===== src/common/sqc_defines.svh =====
// Constants for the status, tag and tone command slice of the speech processor
// Operation
// [RL1] Get-tag returns current tag, two bytes
// [RL2] Undefined current message raises invalid-context fault
// [RL3] Count when tag AND mask equals ref AND mask
// [RL4] Count command: ref, mask in; count out
// [RL5] Zero mask counts every stored message
// [RL6] Read-events returns 16-bit status, two bytes
// [RL7] Status change pulls request low until read
// [RL8] Status cleared at reset and after read
// [RL9] Bits 3..0 digit, bit 4 tone ended
// [RL10] Bit 15 set when tone detection starts
// [RL11] Bit 5 set on normal operation end
// [RL12] Bit 6 storage full, bit 10 low
// [RL13] Bit 7 set on command fault
// [RL14] Host reads fault word after fault flag
// [RL15] Bit 8 busy tone, bit 9 dial
// [RL16] Bit 12 energy, 13 silence, 11 reserved
// [RL17] Power-up sets bit 14, asserts request
// [RL18] Host reinitialises on unexpected bit 14
// [RL19] Tone command takes byte, runs until stop
// [RL20] Tone bit 0 selects dual tone, code
// [RL21] Host sends fillers; device echoes, MSB first
// [RL22] Events during status readout are kept
`ifndef SQC_DEFINES_SVH
`define SQC_DEFINES_SVH
`define SQC_OP_GET_TAG 8'h04
`define SQC_OP_COUNT 8'h11
`define SQC_OP_EVENTS 8'h14
`define SQC_OP_TONE 8'h0D
`define SQC_OP_STOP 8'h3F
`define SQC_FILLER 8'hAA
`define SQC_LEN_GET_TAG 3'h3
`define SQC_LEN_COUNT 3'h7
`define SQC_LEN_EVENTS 3'h3
`define SQC_LEN_TONE 3'h2
`define SQC_LEN_OTHER 3'h1
`define SQC_NMSG 8
`define SQC_IDXW 3
`define SQC_BIT_DONE 5
`define SQC_BIT_FULL 6
`define SQC_BIT_FAULT 7
`define SQC_BIT_BUSY 8
`define SQC_BIT_DIAL 9
`define SQC_BIT_LOW 10
`define SQC_BIT_RES 11
`define SQC_BIT_ENERGY 12
`define SQC_BIT_SILENCE 13
`define SQC_BIT_POWERUP 14
`define SQC_BIT_STARTED 15
`define SQC_BIT_ENDED 4
`define SQC_STATUS_RESET 16'h0000
`define SQC_TONE_DUAL_BIT 0
`endif


===== src/common/sqc_pkg.sv =====
// Types shared by both ends of the command link
package sqc_pkg;
  typedef enum logic {SQC_ST_IDLE, SQC_ST_BODY} sqc_dev_state_t;
  typedef enum logic [1:0] {SQC_H_IDLE, SQC_H_SEND, SQC_H_WAIT} sqc_host_state_t;
  typedef logic [7:0] sqc_byte_t;
  typedef logic [15:0] sqc_word_t;
endpackage


===== src/common/sqc_link_if.sv =====
// Byte command link between host controller and speech processor
`timescale 1ns/1ps
interface sqc_link_if;
  logic [7:0] h2d_data;
  logic h2d_stb;
  logic [7:0] d2h_data;
  logic d2h_stb;
  logic host_request_n;
  modport dev (input h2d_data, input h2d_stb, output d2h_data, output d2h_stb,
    output host_request_n);
  modport host (output h2d_data, output h2d_stb, input d2h_data, input d2h_stb,
    input host_request_n);
endinterface


===== src/core/sqc_device.sv =====
// Device end: command interpreter for tag, count, status and tone commands
//
// Local design decisions: the register addresses and the address-and-strobe port.
`timescale 1ns/1ps
`include "sqc_defines.svh"
module sqc_device (
  input wire logic clk,
  input wire logic nrst,
  sqc_link_if.dev lnk,
  input wire logic msg_we,
  input wire logic [`SQC_IDXW-1:0] msg_idx,
  input wire sqc_pkg::sqc_word_t msg_tag,
  input wire logic msg_present,
  input wire logic [`SQC_IDXW-1:0] cur_msg_idx,
  input wire logic cur_msg_defined,
  input wire logic [3:0] dual_tone_digit_code,
  input wire logic dual_tone_ended,
  input wire logic dual_tone_started,
  input wire logic operation_done,
  input wire logic storage_full,
  input wire logic storage_low,
  input wire logic command_fault,
  input wire logic busy_tone_seen,
  input wire logic dial_tone_seen,
  input wire logic steady_energy_seen,
  input wire logic silence_seen,
  input wire logic powerup_event,
  input wire logic init_clear,
  output logic tone_on,
  output logic tone_dual,
  output logic [3:0] tone_code,
  output sqc_pkg::sqc_byte_t tone_byte,
  output logic invalid_ctx,
  output sqc_pkg::sqc_word_t event_status_word
);
  import sqc_pkg::*;

  ////////////////////////////////////////////////////////////////////////////
  // State
  sqc_dev_state_t state_r, state_nxt;
  sqc_byte_t op_r;
  logic [2:0] idx_r, len_r;
  sqc_word_t tag_mem [0:`SQC_NMSG-1];
  logic [`SQC_NMSG-1:0] present_r;
  sqc_word_t ref_r, mask_r, count_r, snap_r, status_r, status_nxt;
  logic [7:0] reply_r;
  logic reply_stb_r;
  logic req_n_r, pup_r;
  logic tone_on_r, invalid_r;
  sqc_byte_t tone_byte_r;
  // Tag captured at the opcode so a later change cannot tear the pair
  sqc_word_t tag_hold_r;

  ////////////////////////////////////////////////////////////////////////////
  // Byte decode
  wire take = lnk.h2d_stb;
  wire [7:0] din = lnk.h2d_data;
  wire at_op = take && (state_r == SQC_ST_IDLE);
  wire in_body = take && (state_r == SQC_ST_BODY);
  wire last_byte = in_body && (idx_r == len_r - 3'h1);
  wire op_tag = at_op && (din == `SQC_OP_GET_TAG);
  wire op_cnt = at_op && (din == `SQC_OP_COUNT);
  wire op_evt = at_op && (din == `SQC_OP_EVENTS);
  wire op_tone = at_op && (din == `SQC_OP_TONE);
  wire op_stop = at_op && (din == `SQC_OP_STOP);
  wire [2:0] len_new = (din == `SQC_OP_GET_TAG) ? `SQC_LEN_GET_TAG :
    (din == `SQC_OP_COUNT) ? `SQC_LEN_COUNT :
    (din == `SQC_OP_EVENTS) ? `SQC_LEN_EVENTS :
    (din == `SQC_OP_TONE) ? `SQC_LEN_TONE : `SQC_LEN_OTHER;
  wire evt_done = last_byte && (op_r == `SQC_OP_EVENTS);
  wire tone_param = in_body && (op_r == `SQC_OP_TONE);
  wire cnt_final = in_body && (op_r == `SQC_OP_COUNT) && (idx_r == 3'h4);
  // [RL2] invalid context check
  wire tag_invalid = op_tag && !cur_msg_defined;
  // [RL1] current tag lookup
  wire [15:0] cur_tag = cur_msg_defined ? tag_mem[cur_msg_idx] : 16'h0000;

  ////////////////////////////////////////////////////////////////////////////
  // Per-entry match; mask low byte arrives with the final parameter
  wire [15:0] mask_full = {mask_r[15:8], din};
  logic [`SQC_NMSG-1:0] match;
  genvar gi;
  generate
    for (gi = 0; gi < `SQC_NMSG; gi++) begin : g_match
      // [RL3] masked compare
      // [RL5] zero mask matches every present entry
      assign match[gi] = present_r[gi] &&
        ((tag_mem[gi] & mask_full) == (ref_r & mask_full));
    end
  endgenerate

  function automatic sqc_word_t count_ones(input logic [`SQC_NMSG-1:0] v);
    sqc_word_t n;
    n = 16'h0000;
    for (int i = 0; i < `SQC_NMSG; i++) begin
      n = n + {15'h0000, v[i]};
    end
    return n;
  endfunction

  wire sqc_word_t match_count = count_ones(match);

  ////////////////////////////////////////////////////////////////////////////
  // Reply byte: echo opcode and parameters, then answer MSB first
  logic [7:0] reply_nxt;
  always_comb begin
    reply_nxt = din;
    if (in_body) begin
      case (op_r)
        // [RL1] tag high then low
        `SQC_OP_GET_TAG: reply_nxt = (idx_r == 3'h1) ? tag_hold_r[15:8] : tag_hold_r[7:0];
        // [RL4] count after four echoed parameters
        `SQC_OP_COUNT: begin
          if (idx_r == 3'h5) begin
            reply_nxt = count_r[15:8];
          end else if (idx_r == 3'h6) begin
            reply_nxt = count_r[7:0];
          end else begin
            reply_nxt = din;
          end
        end
        // [RL6] status word high then low
        `SQC_OP_EVENTS: reply_nxt = (idx_r == 3'h1) ? snap_r[15:8] : snap_r[7:0];
        default: reply_nxt = din;
      endcase
    end
  end

  ////////////////////////////////////////////////////////////////////////////
  // Event vector into the status word
  logic [15:0] ev;
  always_comb begin
    ev = 16'h0000;
    // [RL9] tone ended flag
    ev[`SQC_BIT_ENDED] = dual_tone_ended;
    // [RL11] normal end
    ev[`SQC_BIT_DONE] = operation_done;
    // [RL12] storage flags
    ev[`SQC_BIT_FULL] = storage_full;
    ev[`SQC_BIT_LOW] = storage_low;
    // [RL13] command fault, own or external
    ev[`SQC_BIT_FAULT] = command_fault || tag_invalid;
    // [RL15] call progress tones
    ev[`SQC_BIT_BUSY] = busy_tone_seen;
    ev[`SQC_BIT_DIAL] = dial_tone_seen;
    // [RL16] energy and silence
    ev[`SQC_BIT_ENERGY] = steady_energy_seen;
    ev[`SQC_BIT_SILENCE] = silence_seen;
    // [RL17] power-up or internal fault
    ev[`SQC_BIT_POWERUP] = pup_r || powerup_event;
    // [RL10] tone start
    ev[`SQC_BIT_STARTED] = dual_tone_started;
  end

  // Set wins over every clear; the digit field takes the newest code
  always_comb begin
    status_nxt = status_r;
    // [RL8] clear after completed read
    // [RL22] only the bits already reported
    if (evt_done) begin
      status_nxt = status_r & ~snap_r;
    end
    if (init_clear) begin
      status_nxt[`SQC_BIT_POWERUP] = 1'b0;
    end
    status_nxt = status_nxt | ev;
    // [RL9] digit code field
    if (dual_tone_ended) begin
      status_nxt[3:0] = dual_tone_digit_code;
    end
    // [RL16] reserved bit stays zero
    status_nxt[`SQC_BIT_RES] = 1'b0;
  end

  // [RL7] request line: any event lowers it, read opcode raises it
  wire req_low = (|ev) || (evt_done && (|status_nxt));
  wire req_n_nxt = req_low ? 1'b0 : (op_evt ? 1'b1 : req_n_r);

  always_comb begin
    state_nxt = state_r;
    if (at_op && (len_new != `SQC_LEN_OTHER)) begin
      state_nxt = SQC_ST_BODY;
    end else if (last_byte) begin
      state_nxt = SQC_ST_IDLE;
    end
  end

  ////////////////////////////////////////////////////////////////////////////
  // Sequencing registers
  always_ff @(posedge clk or negedge nrst) begin
    if (!nrst) begin
      state_r <= SQC_ST_IDLE;
      op_r <= 8'h00;
      idx_r <= 3'h0;
      len_r <= 3'h1;
      reply_r <= 8'h00;
      reply_stb_r <= 1'b0;
    end else begin
      state_r <= state_nxt;
      reply_stb_r <= take;
      if (take) begin
        // [RL21] one reply byte per host byte
        reply_r <= reply_nxt;
      end
      if (at_op) begin
        op_r <= din;
        len_r <= len_new;
        idx_r <= 3'h1;
      end else if (in_body) begin
        idx_r <= idx_r + 3'h1;
      end
    end
  end

  // Parameters, snapshots and count
  always_ff @(posedge clk or negedge nrst) begin
    if (!nrst) begin
      ref_r <= 16'h0000;
      mask_r <= 16'h0000;
      count_r <= 16'h0000;
      snap_r <= 16'h0000;
      tag_hold_r <= 16'h0000;
    end else begin
      if (in_body && (op_r == `SQC_OP_COUNT)) begin
        case (idx_r)
          3'h1: ref_r[15:8] <= din;
          3'h2: ref_r[7:0] <= din;
          3'h3: mask_r[15:8] <= din;
          3'h4: mask_r[7:0] <= din;
          default: ref_r <= ref_r;
        endcase
      end
      // [RL3] count latched with last parameter
      if (cnt_final) begin
        count_r <= match_count;
      end
      // [RL6] snapshot at opcode
      if (op_evt) begin
        snap_r <= status_r;
      end
      if (op_tag) begin
        tag_hold_r <= cur_tag;
      end
    end
  end

  // Message tag store loaded from the user side
  always_ff @(posedge clk or negedge nrst) begin
    if (!nrst) begin
      present_r <= '0;
    end else if (msg_we) begin
      present_r[msg_idx] <= msg_present;
    end
  end

  always_ff @(posedge clk) begin
    if (msg_we) begin
      tag_mem[msg_idx] <= msg_tag;
    end
  end

  // Status word and request line
  always_ff @(posedge clk or negedge nrst) begin
    if (!nrst) begin
      // [RL8] reset clears status
      status_r <= `SQC_STATUS_RESET;
      req_n_r <= 1'b1;
      pup_r <= 1'b1;
      invalid_r <= 1'b0;
    end else begin
      status_r <= status_nxt;
      req_n_r <= req_n_nxt;
      pup_r <= 1'b0;
      // [RL2] fault pulse for the error word
      invalid_r <= tag_invalid;
    end
  end

  // Tone generator control
  always_ff @(posedge clk or negedge nrst) begin
    if (!nrst) begin
      tone_on_r <= 1'b0;
      tone_byte_r <= 8'h00;
    end else begin
      // [RL19] run until stop
      if (tone_param) begin
        tone_on_r <= 1'b1;
        tone_byte_r <= din;
      end else if (op_stop) begin
        tone_on_r <= 1'b0;
      end
    end
  end

  ////////////////////////////////////////////////////////////////////////////
  // Outputs, all from flip-flops
  assign lnk.d2h_data = reply_r;
  assign lnk.d2h_stb = reply_stb_r;
  assign lnk.host_request_n = req_n_r;
  assign tone_on = tone_on_r;
  // [RL20] dual tone select and code
  assign tone_dual = tone_byte_r[`SQC_TONE_DUAL_BIT];
  assign tone_code = tone_byte_r[4:1];
  assign tone_byte = tone_byte_r;
  assign invalid_ctx = invalid_r;
  assign event_status_word = status_r;
endmodule // sqc_device


===== src/flat_wrapper.sv =====
// flat-port wrapper written by rule: the top's interface ports become plain ports
module sqc_device_flat import sqc_pkg::*;
  (clk, nrst, msg_we, msg_idx, msg_tag, msg_present, cur_msg_idx, cur_msg_defined, dual_tone_digit_code, dual_tone_ended, dual_tone_started, operation_done, storage_full, storage_low, command_fault, busy_tone_seen, dial_tone_seen, steady_energy_seen, silence_seen, powerup_event, init_clear, tone_on, tone_dual, tone_code, tone_byte, invalid_ctx, event_status_word, lnk_h2d_data, lnk_h2d_stb, lnk_d2h_data, lnk_d2h_stb, lnk_host_request_n);
  sqc_link_if lnk_i ();
  input wire logic clk;
  input wire logic nrst;
  input wire logic msg_we;
  input wire logic [`SQC_IDXW-1:0] msg_idx;
  input wire sqc_pkg::sqc_word_t msg_tag;
  input wire logic msg_present;
  input wire logic [`SQC_IDXW-1:0] cur_msg_idx;
  input wire logic cur_msg_defined;
  input wire logic [3:0] dual_tone_digit_code;
  input wire logic dual_tone_ended;
  input wire logic dual_tone_started;
  input wire logic operation_done;
  input wire logic storage_full;
  input wire logic storage_low;
  input wire logic command_fault;
  input wire logic busy_tone_seen;
  input wire logic dial_tone_seen;
  input wire logic steady_energy_seen;
  input wire logic silence_seen;
  input wire logic powerup_event;
  input wire logic init_clear;
  output logic tone_on;
  output logic tone_dual;
  output logic [3:0] tone_code;
  output sqc_pkg::sqc_byte_t tone_byte;
  output logic invalid_ctx;
  output sqc_pkg::sqc_word_t event_status_word;
  input wire logic [$bits(lnk_i.h2d_data)-1:0] lnk_h2d_data;
  input wire logic [$bits(lnk_i.h2d_stb)-1:0] lnk_h2d_stb;
  output wire logic [$bits(lnk_i.d2h_data)-1:0] lnk_d2h_data;
  output wire logic [$bits(lnk_i.d2h_stb)-1:0] lnk_d2h_stb;
  output wire logic [$bits(lnk_i.host_request_n)-1:0] lnk_host_request_n;
  assign lnk_i.h2d_data = lnk_h2d_data;
  assign lnk_i.h2d_stb = lnk_h2d_stb;
  assign lnk_d2h_data = lnk_i.d2h_data;
  assign lnk_d2h_stb = lnk_i.d2h_stb;
  assign lnk_host_request_n = lnk_i.host_request_n;
  sqc_device u_core (.clk(clk), .nrst(nrst), .lnk(lnk_i), .msg_we(msg_we), .msg_idx(msg_idx), .msg_tag(msg_tag), .msg_present(msg_present), .cur_msg_idx(cur_msg_idx), .cur_msg_defined(cur_msg_defined), .dual_tone_digit_code(dual_tone_digit_code), .dual_tone_ended(dual_tone_ended), .dual_tone_started(dual_tone_started), .operation_done(operation_done), .storage_full(storage_full), .storage_low(storage_low), .command_fault(command_fault), .busy_tone_seen(busy_tone_seen), .dial_tone_seen(dial_tone_seen), .steady_energy_seen(steady_energy_seen), .silence_seen(silence_seen), .powerup_event(powerup_event), .init_clear(init_clear), .tone_on(tone_on), .tone_dual(tone_dual), .tone_code(tone_code), .tone_byte(tone_byte), .invalid_ctx(invalid_ctx), .event_status_word(event_status_word));
endmodule

===== config.mk =====
export PLATFORM = sky130hd
export DESIGN_NAME = sqc_device_flat
export DESIGN_NICKNAME = d
export VERILOG_FILES = /design/src/common/sqc_pkg.sv /design/src/common/sqc_link_if.sv /design/src/core/sqc_device.sv /design/src/flat_wrapper.sv
export VERILOG_INCLUDE_DIRS = /design/src /design/src/common
export SDC_FILE = /design/constraint.sdc
export NUM_CORES = 1
export LEC_CHECK = 0
export BUFFER_PORTS_ARGS = -buffer_cell sky130_fd_sc_hd__buf_2
export CAP_MARGIN = 10
export CORE_MARGIN = 1
export CORE_UTILIZATION = 55
export DETAILED_ROUTE_END_ITERATION = 8
export PLACE_DENSITY = 0.74
export SYNTH_ARGS = -nofsm -noshare
export SYNTH_HDL_FRONTEND = slang
export SYNTH_SLANG_ARGS = --single-unit

===== constraint.sdc =====
create_clock -name clk -period 4.47 [get_ports clk]
set_input_delay 0.894 -clock clk [delete_from_list [all_inputs] [get_ports clk]]
set_output_delay 0.894 -clock clk [all_outputs]
set_load 0.05 [all_outputs]

=== Word-level counts from Yosys, hierarchy flattened ===
Memories as Yosys holds them, arrays and structs flattened.
Cells that the tools add are included.

* Register bits: 130
* Latch bits: 0
* Bits in writable memories: 128
* Memory bits (read-only): 0
* Input port bits: 52
* Logic and storage cells: 131
* Memories: 1

* Add/sub/neg operators: 9
* Multipliers: 0
* Divide/modulo/power cells: 0
* Magnitude comparators: 2
* Equal/unequal tests: 25
* Shift operators: 0
* Multiplexer cells: 27
* Bitwise logic cells: 13
* Reductions and logical operators: 35

{| class="wikitable"
|+ Memory list
! name !! words !! width !! rd ports !! clocked after Yosys merged registers in !! wr ports !! line !! text
|-
| u_core.tag_mem || 8 || 16 || 9 || 0 || 1 || sqc_device.sv:43 || <nowiki>sqc_word_t tag_mem [0:`SQC_NMSG-1];</nowiki>
|}

{| class="wikitable"
|+ Operators by type and width
! cell !! number
|-
| 16-bit AND || 10
|-
| 16-bit equality test || 8
|-
| 16-bit by 1-bit adder with 16-bit output || 6
|-
| 8-bit 2-to-1 mux || 5
|-
| 8-bit by 5-bit equality test with 1-bit output (second input constant) || 4
|-
| 16-bit 2-to-1 mux || 2
|-
| 8-bit one-hot mux with 3 select lines || 1
|-
| 1-bit logical AND || 22
|-
| 8-bit by 3-bit equality test with 1-bit output (second input constant) || 2
|-
| 8-bit by 4-bit equality test with 1-bit output (second input constant) || 2
|-
| 16-bit NOT || 1
|-
| 16-bit bitwise OR || 1
|-
| 3-bit 2-to-1 mux || 5
|-
| 15-bit OR reduction || 1
|-
| 11-bit OR reduction || 1
|-
| 1-bit 2-to-1 mux || 10
|-
| 3-bit equality test (second input constant) || 3
|-
| 8-bit bitwise mux || 1
|-
| 8-bit by 6-bit equality test with 1-bit output (second input constant) || 1
|-
| 2-bit nonzero test || 4
|-
| 3-bit by 2-bit equality test with 1-bit output (second input constant) || 2
|-
| 2-bit AND reduction || 3
|-
| 3-bit by 4-bit < comparator with 1-bit output (second input constant) || 1
|-
| 4-bit 2-to-1 mux || 1
|-
| other kinds (12) || 14
|}

=== Depth between registers and ports, before layout ===
Gate-level depths: netlist (run 1).

* Depth in word-level cells: 12
* Mapped depth: 16

=== Worst setup path before layout (run 1) ===
No wires, ideal clock.

* Path kind: input to register
* Start point: input port lnk_h2d_data[3]
* End point: register u_core.count_r[2]
* Data arrival time: 3.983 ns
* Required time: 4.345 ns
* Setup slack: 0.362 ns
* Cell stages on the path: 15
* Buffers on the path: 2
* Path through: clkbuf_1 -> clkbuf_1 -> a22oi_1 -> nand4_1 -> nor2_1 -> ha_1 -> inv_1 -> fa_1 -> fa_1 -> inv_1 -> fa_1 -> inv_1 -> fa_1 -> xnor2_1 -> mux2_2

* Longest elaborated chain between the ends: 10

{| class="wikitable"
|+ Ends and longest elaborated chain
! element !! line !! text
|-
| start, declared || flat_wrapper.sv:32 || <nowiki>input wire logic [$bits(lnk_i.h2d_data)-1:0] lnk_h2d_data;</nowiki>
|-
| 16-bit AND || sqc_device.sv:88 || <nowiki>((tag_mem[gi] & mask_full) == (ref_r & mask_full));</nowiki>
|-
| 16-bit equality test || sqc_device.sv:88 ||
|-
| 1-bit logical AND || sqc_device.sv:87 || <nowiki>assign match[gi] = present_r[gi] &&</nowiki>
|-
| 1-bit by 1-bit adder with 2-bit output || sqc_device.sv:96 || <nowiki>n = n + {15'h0000, v[i]};</nowiki>
|-
| 16-bit by 1-bit adder with 16-bit output (5 in a row) || sqc_device.sv:96 ||
|-
| 16-bit by 1-bit adder with 16-bit output * || sqc_device.sv:96 ||
|-
| end signal, assigned || sqc_device.sv:235 || <nowiki>count_r <= match_count;</nowiki>
|-
| end, declared || sqc_device.sv:45 || <nowiki>sqc_word_t ref_r, mask_r, count_r, snap_r, status_r, status_nxt;</nowiki>
|}

Mark *: on every way between the ends. The rest lies on a longest branch, timed or not.
A chain may end at the register's enable or synchronous reset.

=== Final worst setup path (run 1) ===
* Start point: register u_core.ref_r[1]
* End point: register u_core.count_r[1]

* Longest elaborated chain between the ends: 10

{| class="wikitable"
|+ Ends and longest elaborated chain
! element !! line !! text
|-
| start, declared || sqc_device.sv:45 ||
|-
| start signal, assigned || sqc_device.sv:227 || <nowiki>3'h2: ref_r[7:0] <= din;</nowiki>
|-
| start signal, assigned || sqc_device.sv:230 || <nowiki>default: ref_r <= ref_r;</nowiki>
|-
| 16-bit AND * || sqc_device.sv:88 ||
|-
| 16-bit equality test || sqc_device.sv:88 ||
|-
| 1-bit logical AND || sqc_device.sv:87 ||
|-
| 1-bit by 1-bit adder with 2-bit output || sqc_device.sv:96 ||
|-
| 16-bit by 1-bit adder with 16-bit output (5 in a row) || sqc_device.sv:96 ||
|-
| 16-bit by 1-bit adder with 16-bit output * || sqc_device.sv:96 ||
|}

Marked as above.

==> results of run 1 <==
## worst paths after layout
check / depth (start not counted) / endpoint
max in group asynchronous: 2 / u_core.len_r[0]$_DFFE_PN1P_
setup reg to reg: 14 / u_core.count_r[1]$_DFFE_PN0P_
hold / removal: 1 / u_core.event_status_word[10]$_DFF_PN0_
hold reg to reg: 1 / u_core.len_r[1]$_DFFE_PN0P_
min in group clk: 1 / u_core.len_r[1]$_DFFE_PN0P_
setup / recovery: 14 / u_core.count_r[1]$_DFFE_PN0P_
## flip-flops by register name (all words and copies together), names as in the netlist, 8 cells and up
signal	count
u_core.event_status_word	15
u_core.tone_byte	8
u_core.ref_r	16
u_core.snap_r	15
u_core.present_r	8
u_core.op_r	8
u_core.mask_r	8
u_core.lnk.d2h_data	8
u_core.tag_mem	128
u_core.tag_hold_r	16
## where the power goes
group / switching (mW) / total [mW] / internal, mW
Clock: 0.889 / 2.20 / 1.31
Combinational: 0.371 / 0.627 / 0.256
Sequential: 0.111 / 2.62 / 2.51
## cells by family (layout without fill, tap and decap cells)
| family | count (synthesis) | after routing | share of synthesized area [%] |
|---|---|---|---|
| other cells | 1 | 2 | 0.0311 |
| fa+ha+maj | 13 | 13 | 1.60 |
| simple gates | 158 | 158 | 6.84 |
| buf+inv | 91 | 186 | 3.13 |
| mux | 116 | 116 | 14.3 |
| xor+xnor | 132 | 132 | 9.72 |
| flops | 246 | 246 | 56.5 |
| compound gates | 129 | 129 | 7.90 |
## through the flow
| step | setup WS, ns | cell area (µm²) |
|---|---|---|
| floorplan | 0.362 | 12000 |
| global placement | 0.250 | 12800 |
| detailed placement | 0.189 | 12800 |
| CTS | 0.422 | 13600 |
| global route | 0.167 | 13600 |
| finish | 0.417 | 13600 |
## layout make-up
cell class | instances | area (µm²) | area share (%)
clock buffers | 32 | 714 | 5.24
inverters | 22 | 82.6 | 0.605
repair buffers | 116 | 658 | 4.82
clock inverters | 16 | 163 | 1.19
multi-input cells | 550 | 4880 | 35.8
well taps | 275 | 344 | 2.52
flip-flops and latches | 246 | 6800 | 49.8
## placed cells by master, fill, tap and decap left out, types with 17 or more instances in the layout
| cell type | synthesis | routed |
|---|---|---|
| a22oi_1 | 40 | 40 |
| xor2_1 | 127 | 127 |
| nand2_1 | 50 | 50 |
| mux2i_1 | 17 | 17 |
| nor2_1 | 32 | 32 |
| inv_1 | 22 | 22 |
| clkbuf_16 | 0 | 27 |
| dfrtp_1 | 115 | 115 |
| edfxtp_1 | 128 | 128 |
| buf_2 | 4 | 90 |
| o21ai_0 | 24 | 24 |
| nand4_1 | 17 | 17 |
| mux4_2 | 39 | 39 |
| buf_4 | 6 | 25 |
| mux2_2 | 60 | 60 |
## worst max-delay path: stages, from the launching register on
cell,delay [ns]
dfrtp_1,0.51
xor2_1,0.21
a22o_1,0.25
a221oi_1,0.31
nand4_1,0.16
nor2_1,0.12
ha_1,0.24
inv_1,0.08
fa_1,0.41
fa_1,0.54
inv_1,0.05
fa_1,0.44
inv_1,0.08
fa_1,0.41
a21oi_1,0.14
## per-layer routing
metal / vias to the layer above / track usage (%) / share of wire [%] / wire [µm]
met1: 4022 / 40.8 / 41 / 13200
li1: 3440 / - / - / -
met4: 0 / 11.9 / 3.8 / 1240
met3: 73 / 4.27 / 7.6 / 2470
met2: 369 / 48.5 / 48 / 15400
met5: - / 0 / 0 / 0
==> reports/metrics.csv, run 1 <==
stage,metric,value,unit
timing,relative slew slack,29.1,%
timing,"Hold Vio Cnt, Final",0,
synthesis,Mapped Cells,886,
placed_design,Placed Cells,1209,
synthesis,post-synthesis cell area,0.0120,mm²
clock_tree,CTS Hold Bufs,0,
drt,via count,7904,
clock_tree,Inserted Clock Buffers,26,
synthesis,Post-synth ARST share,48.0,%
synthesis,Area contributors post-synth,"edfxtp_1, dfrtp_1, xor2_1",
synthesis,Synth top area share,31.9,%
die,Die W,150,µm
cells_and_area,area grow syn2layout,13.3,%
clock_tree,Post-CTS Setup Inserts,0,
synthesis,Synth Flop Type,edfxtp_1,
clock_tree,CTS Buffer Depth,3,
pwr,Max VDD drop,371,µV
synthesis,"count leader, synth",edfxtp_1,
synthesis,post-synth top area cell,edfxtp_1,
pwr,PwrDens,399,mW/mm²
die,die area,0.0225,mm²
cells_and_area,Finished Layout Cells,1257,
min_path,Hold Path Class,in -> async,
cells_and_area,post-layout util,64.3,%
placed_design,IO Port Bufs,91,
timing,measured slew at the worst slew-check pin,1.05,ns
synthesis,"Warnings, synthesis",0,
clock_tree,H-tree levels,1,
cells_and_area,number of diodes,0,
clock_tree,clk_lat worst skew,0.54,ns
timing,hold_ws,0.455,ns
global_route,first-pass GRT wire length,49.0,mm
synthesis,Yosys cell types,59,
die,cell row count,53,
setup_path,crit path from,u_core.ref_r[1]$_DFFE_PN0P_,
drt,Final ANT Viol Nets,0,
drt,DRC violations left,0,
synthesis,"EDFF count, synth",128,
drt,final WL,32.4,mm
drt,drt initial violations,776,
timing,max-slew violation count,0,
die,core area,0.0212,mm²
setup_path,Critical Path AT,4.50,ns
timing,Tcrit/Tclk final,90.7,%
timing,RSZ-0062 raised after global routing,no,
clock_tree,CTS tree,yes,
placed_design,Final Wtd Congestion,0.971,
die,die extent in y,150,µm
global_route,Total GRT Usage,29.9,%
synthesis,post-synthesis sequential area ratio,56.5,%
timing,Final min period,4.05,ns
synthesis,most frequent cells after synthesis,"edfxtp_1, xor2_1, dfrtp_1",
die,IO Pins,93,
placed_design,HPWL after DPL,23.7,mm
cells_and_area,ratio of cells with drive above 1 in the final layout,28.3,%
global_route,initial antenna violation count,0,
timing,post-route setup TNS,0,ns
run_status,run status,completed,
clock_tree,Sink Count,246,
global_route,vias in the first global route,8058,
setup_path,CP max FO,9,
synthesis,syn_area_per_cell,13.6,µm²
setup_path,CP Launch Type,flip-flop,
setup_path,Worst setup EP type,flip-flop,
drt,via density per instance,6.29,
timing,FMAX,247,MHz
cells_and_area,# fillers,1581,
global_route,gr ovfl total,0,
job,max cap viols,0,
cells_and_area,Layout Nets,1027,
setup_path,"Req. time, crit path",4.92,ns
clock_tree,root buf cell,clkbuf_16,
timing,Final Skew,0.0226,ns
clock_tree,clk slew on worst S/H paths,0.06,ns
synthesis,Seq cells post-synth,246,
global_route,largest net degree at the start of global routing,61,
die,initial core utilization,56.8,%
clock_tree,cts repair resizes,0,
setup_path,Crit Path Category,reg -> reg,
pwr,Total Power,5.45,mW
timing,Final Setup Violations,0,
setup_path,worst reg2reg path startpoint,u_core.ref_r[1]$_DFFE_PN0P_,
drt,wire per inst,25.7,µm
drt,DR pass1 iterations,5,
setup_path,flop2flop setup slack,0.42,ns
pwr,Leakage,5.70,nW
(Power assumes the default switching activity.)
==> run 2, diff against run 1 <==
--- a/config.mk
+++ b/config.mk
@@ -11,7 +11,7 @@
 export CORE_MARGIN = 1
 export CORE_UTILIZATION = 55
 export DETAILED_ROUTE_END_ITERATION = 8
-export PLACE_DENSITY = 0.74
+export PLACE_DENSITY = 0.77
 export SYNTH_ARGS = -nofsm -noshare
 export SYNTH_HDL_FRONTEND = slang
 export SYNTH_SLANG_ARGS = --single-unit
==> constraint.sdc (replaced) <==
create_clock -name clk -period 3.5 [get_ports clk]
set_input_delay 0.7 -clock clk [delete_from_list [all_inputs] [get_ports clk]]
set_output_delay 0.7 -clock clk [all_outputs]
set_load 0.05 [all_outputs]
==> run 2 against run 1 <==
  * The flow now finishes with violations (setup timing)
  * Clock-buffer cell count grew 9
  * Clock power grew 22%
  * Die area is the same
==> reports/metrics.csv, run 2 (same netlist as run 1, synthesis figures left out) <==
stage,metric,value,unit,change
global_route,first-pass GRT wire length,48.8,mm,-0.37%
drt,drt initial violations,718,,-7.5%
timing,Tcrit/Tclk final,104,%,+13 points
global_route,gr ovfl total,0,,unchanged
cells_and_area,most frequent cells in the layout,"edfxtp_1, xor2_1, dfrtp_1",,
setup_path,crit-path max cell delay,0.52,ns,-0.02 ns
drt,DR pass1 iterations,6,,+1
placed_design,IO Port Bufs,91,,unchanged
placed_design,Placed Cells,1264,,+4.5%
setup_path,CP Launch Type,flip-flop,,
clock_tree,Inserted Clock Buffers,26,,unchanged
pwr,clock share of power,39.3,%,-1.1 points
clock_tree,Sink Count,246,,unchanged
clock_tree,root buf cell,clkbuf_16,,
timing,FMAX,275,MHz,+12%
setup_path,Crit Path Category,reg -> reg,,
pwr,Flop pwr share,48.7,%,+0.6 points
global_route,Total GRT Usage,29.9,%,about the same
pwr,PwrDens,488,mW/mm²,+22%
min_path,Hold Path Class,in -> async,,
cells_and_area,post-layout util,66.3,%,+2.0 points
setup_path,worst r2r path cells,14,,unchanged
setup_path,"Req. time, crit path",3.97,ns,-0.95 ns
global_route,vias in the first global route,8257,,+2.5%
pwr,Net Switching,1.71,mW,+25%
clock_tree,H-tree levels,1,,unchanged
timing,"Hold Vio Cnt, Final",0,,unchanged
global_route,initial antenna violation count,0,,unchanged
run_status,run status,"finished, violations left",,
cells_and_area,area grow syn2layout,16.7,%,
die,core area,0.0212,mm²,unchanged
cells_and_area,Finished Layout Cells,1312,,+4.4%
job,max cap viols,0,,unchanged
placed_design,HPWL after DPL,23.9,mm,+1.1%
cells_and_area,"most common cell after layout, fill and taps aside",edfxtp_1,,
clock_tree,clk_lat worst skew,0.54,ns,about the same
die,initial core utilization,56.8,%,unchanged
setup_path,most frequent CP cell,inv_2,,
drt,Final ANT Viol Nets,0,,unchanged
die,Die W,150,µm,unchanged
setup_path,Worst setup EP type,flip-flop,,
cells_and_area,ratio of cells with drive above 1 in the final layout,32.7,%,+4.4 points
clock_tree,CTS Buffer Depth,3,,unchanged
setup_path,Worst path slowest cell,fa_1,,
drt,via count,8058,,+1.9%
clock_tree,clk slew on worst S/H paths,0.06,ns,about the same
setup_path,CP max FO,2,,-7
drt,via density per instance,6.14,,-2.3%
die,die extent in y,150,µm,unchanged
cells_and_area,Layout Nets,1082,,+5.4%
timing,relative slew slack,53.1,%,+24 points
pwr,Cell Int Power,5.15,mW,+26%
placed_design,Final Wtd Congestion,0.988,,+1.7%
setup_path,crit path cell chain,xor2_2 > a22o_1 > a221oi_2 > nand4_1 > nor2_1 > ha_1 > inv_2 > fa_1 > fa_1 > inv_2 > fa_2 > inv_2 > fa_2 > a21oi_2,,
placed_design,pre-CTS worst setup slack,-0.478,ns,-0.668 ns
setup_path,Critical Path AT,4.10,ns,-0.40 ns
drt,DRC violations left,0,,unchanged
timing,Final min period,3.63,ns,-0.420 ns
pwr,Leakage,5.98,nW,+4.8%
pwr,switching fraction of total power,24.9,%,-0.24 points
timing,RSZ-0062 raised after global routing,yes,,
cells_and_area,Largest register FFs,128,,unchanged
die,cell row count,53,,unchanged
timing,measured slew at the worst slew-check pin,0.704,ns,-0.351 ns
global_route,largest net degree at the start of global routing,70,,+15%
cells_and_area,Regs by FF count,"u_core.tag_mem: 128 flops, u_core.ref_r: 16 flops, u_core.tag_hold_r: 16 flops",,
timing,Final Skew,0.0159,ns,-0.00675 ns
run_status,failing checks,setup timing,,
die,IO Pins,93,,unchanged
cells_and_area,number of diodes,0,,unchanged
pwr,Total Power,6.86,mW,+26%
timing,Final WS setup,-0.134,ns,-0.550 ns
clock_tree,CTS tree,yes,,
die,die area,0.0225,mm²,unchanged
timing,hold_ws,0.185,ns,-0.270 ns
cells_and_area,largest register by flop count,u_core.tag_mem,,
pwr,Gate power share,12.0,%,+0.5 points
drt,wire per inst,24.7,µm,-3.9%
pwr,Max VDD drop,448,µV,+21%
drt,final WL,32.4,mm,+0.29%
timing,max-slew violation count,0,,unchanged
timing,Final Setup Violations,2,,+2
-- run 2: cell count changes in the layout (fill, tap and decap cells not counted), sizes merged --
cell | before | now
clkinvlp | 3 | 1
buf | 116 | 171
clkinv | 9 | 5
bufinv | 3 | 1
inv | 23 | 22
clkbuf | 32 | 41
-- run 2: timing repair --
action	CTS	global route
resized for setup	5	2
pin swaps	5	4
buffers inserted	0	0
setup endpoints to repair	3	3
endpoints found under the hold margin	0	0
hold buffers	0	0
-- run 2: cell type report --
class                           instances  area (µm²)
Fill cell                            1556        7160
Sequential cell                       246        6800
Multi-Input combinational cell        550        4920
Timing Repair Buffer                  171        1070
Clock buffer                           41         779
Tap cell                              275         344
Inverter                               22        82.6
Clock inverter                          7        62.6
-- run 2: routing by layer --
metal | global-route usage (%) | wire length, µm | vias up
met5 | 0 | 0 | -
li1 | - | - | 3541
met2 | 49.4 | 15600 | 398
met3 | 6.10 | 2590 | 86
met4 | 12.3 | 1370 | 0
met1 | 38.6 | 12900 | 4033
-- run 2: path summary, 6_finish.rpt --
check	start	endpoint	slack [ns]
setup / recovery	u_core.ref_r[1]$_DFFE_PN0P_	u_core.count_r[1]$_DFFE_PN0P_	-0.13
hold reg to reg	u_core.tag_hold_r[2]$_DFFE_PN0N_	u_core.tag_hold_r[2]$_DFFE_PN0N_	0.49
min in group clk	lnk_h2d_stb	u_core.lnk.d2h_stb$_DFF_PN0_	0.36
hold / removal	nrst	u_core.event_status_word[9]$_DFF_PN0_	0.18
setup reg to reg	u_core.ref_r[1]$_DFFE_PN0P_	u_core.count_r[1]$_DFFE_PN0P_	-0.13
max in group asynchronous	nrst	u_core.ref_r[5]$_DFFE_PN0P_	2.50
-- run 2: power groups by stage --
stage | Combinational, mW | Sequential (mW) | Clock [mW]
global placement | 0.798 | 3.39 | 0
finish | 0.824 | 3.34 | 2.69
global route | 0.884 | 3.36 | 2.84
detailed placement | 0.815 | 3.40 | 0
CTS | 0.821 | 3.34 | 2.72
floorplan | 0.486 | 3.41 | 0
-- run 2: worst max-delay path, delay by kind of cell (launching register included) --
kind	cells	cell delay [ns]
AOI/OAI and AO/OA	3	0.62
xor gates and xnor gates	1	0.20
adders and majority gates	5	1.94
buffers and inverters	3	0.17
DFF	1	0.41
and+or+nand+nor	2	0.24
-- run 2: metrics by stage --
step | TNS, ns | instance area (µm²)
after global placement | -1.07 | 13200
after CTS | -0.266 | 14100
after floorplan | -0.324 | 12100
after detailed placement | -1.29 | 13200
after global routing | -0.538 | 14100
final | -0.253 | 14100
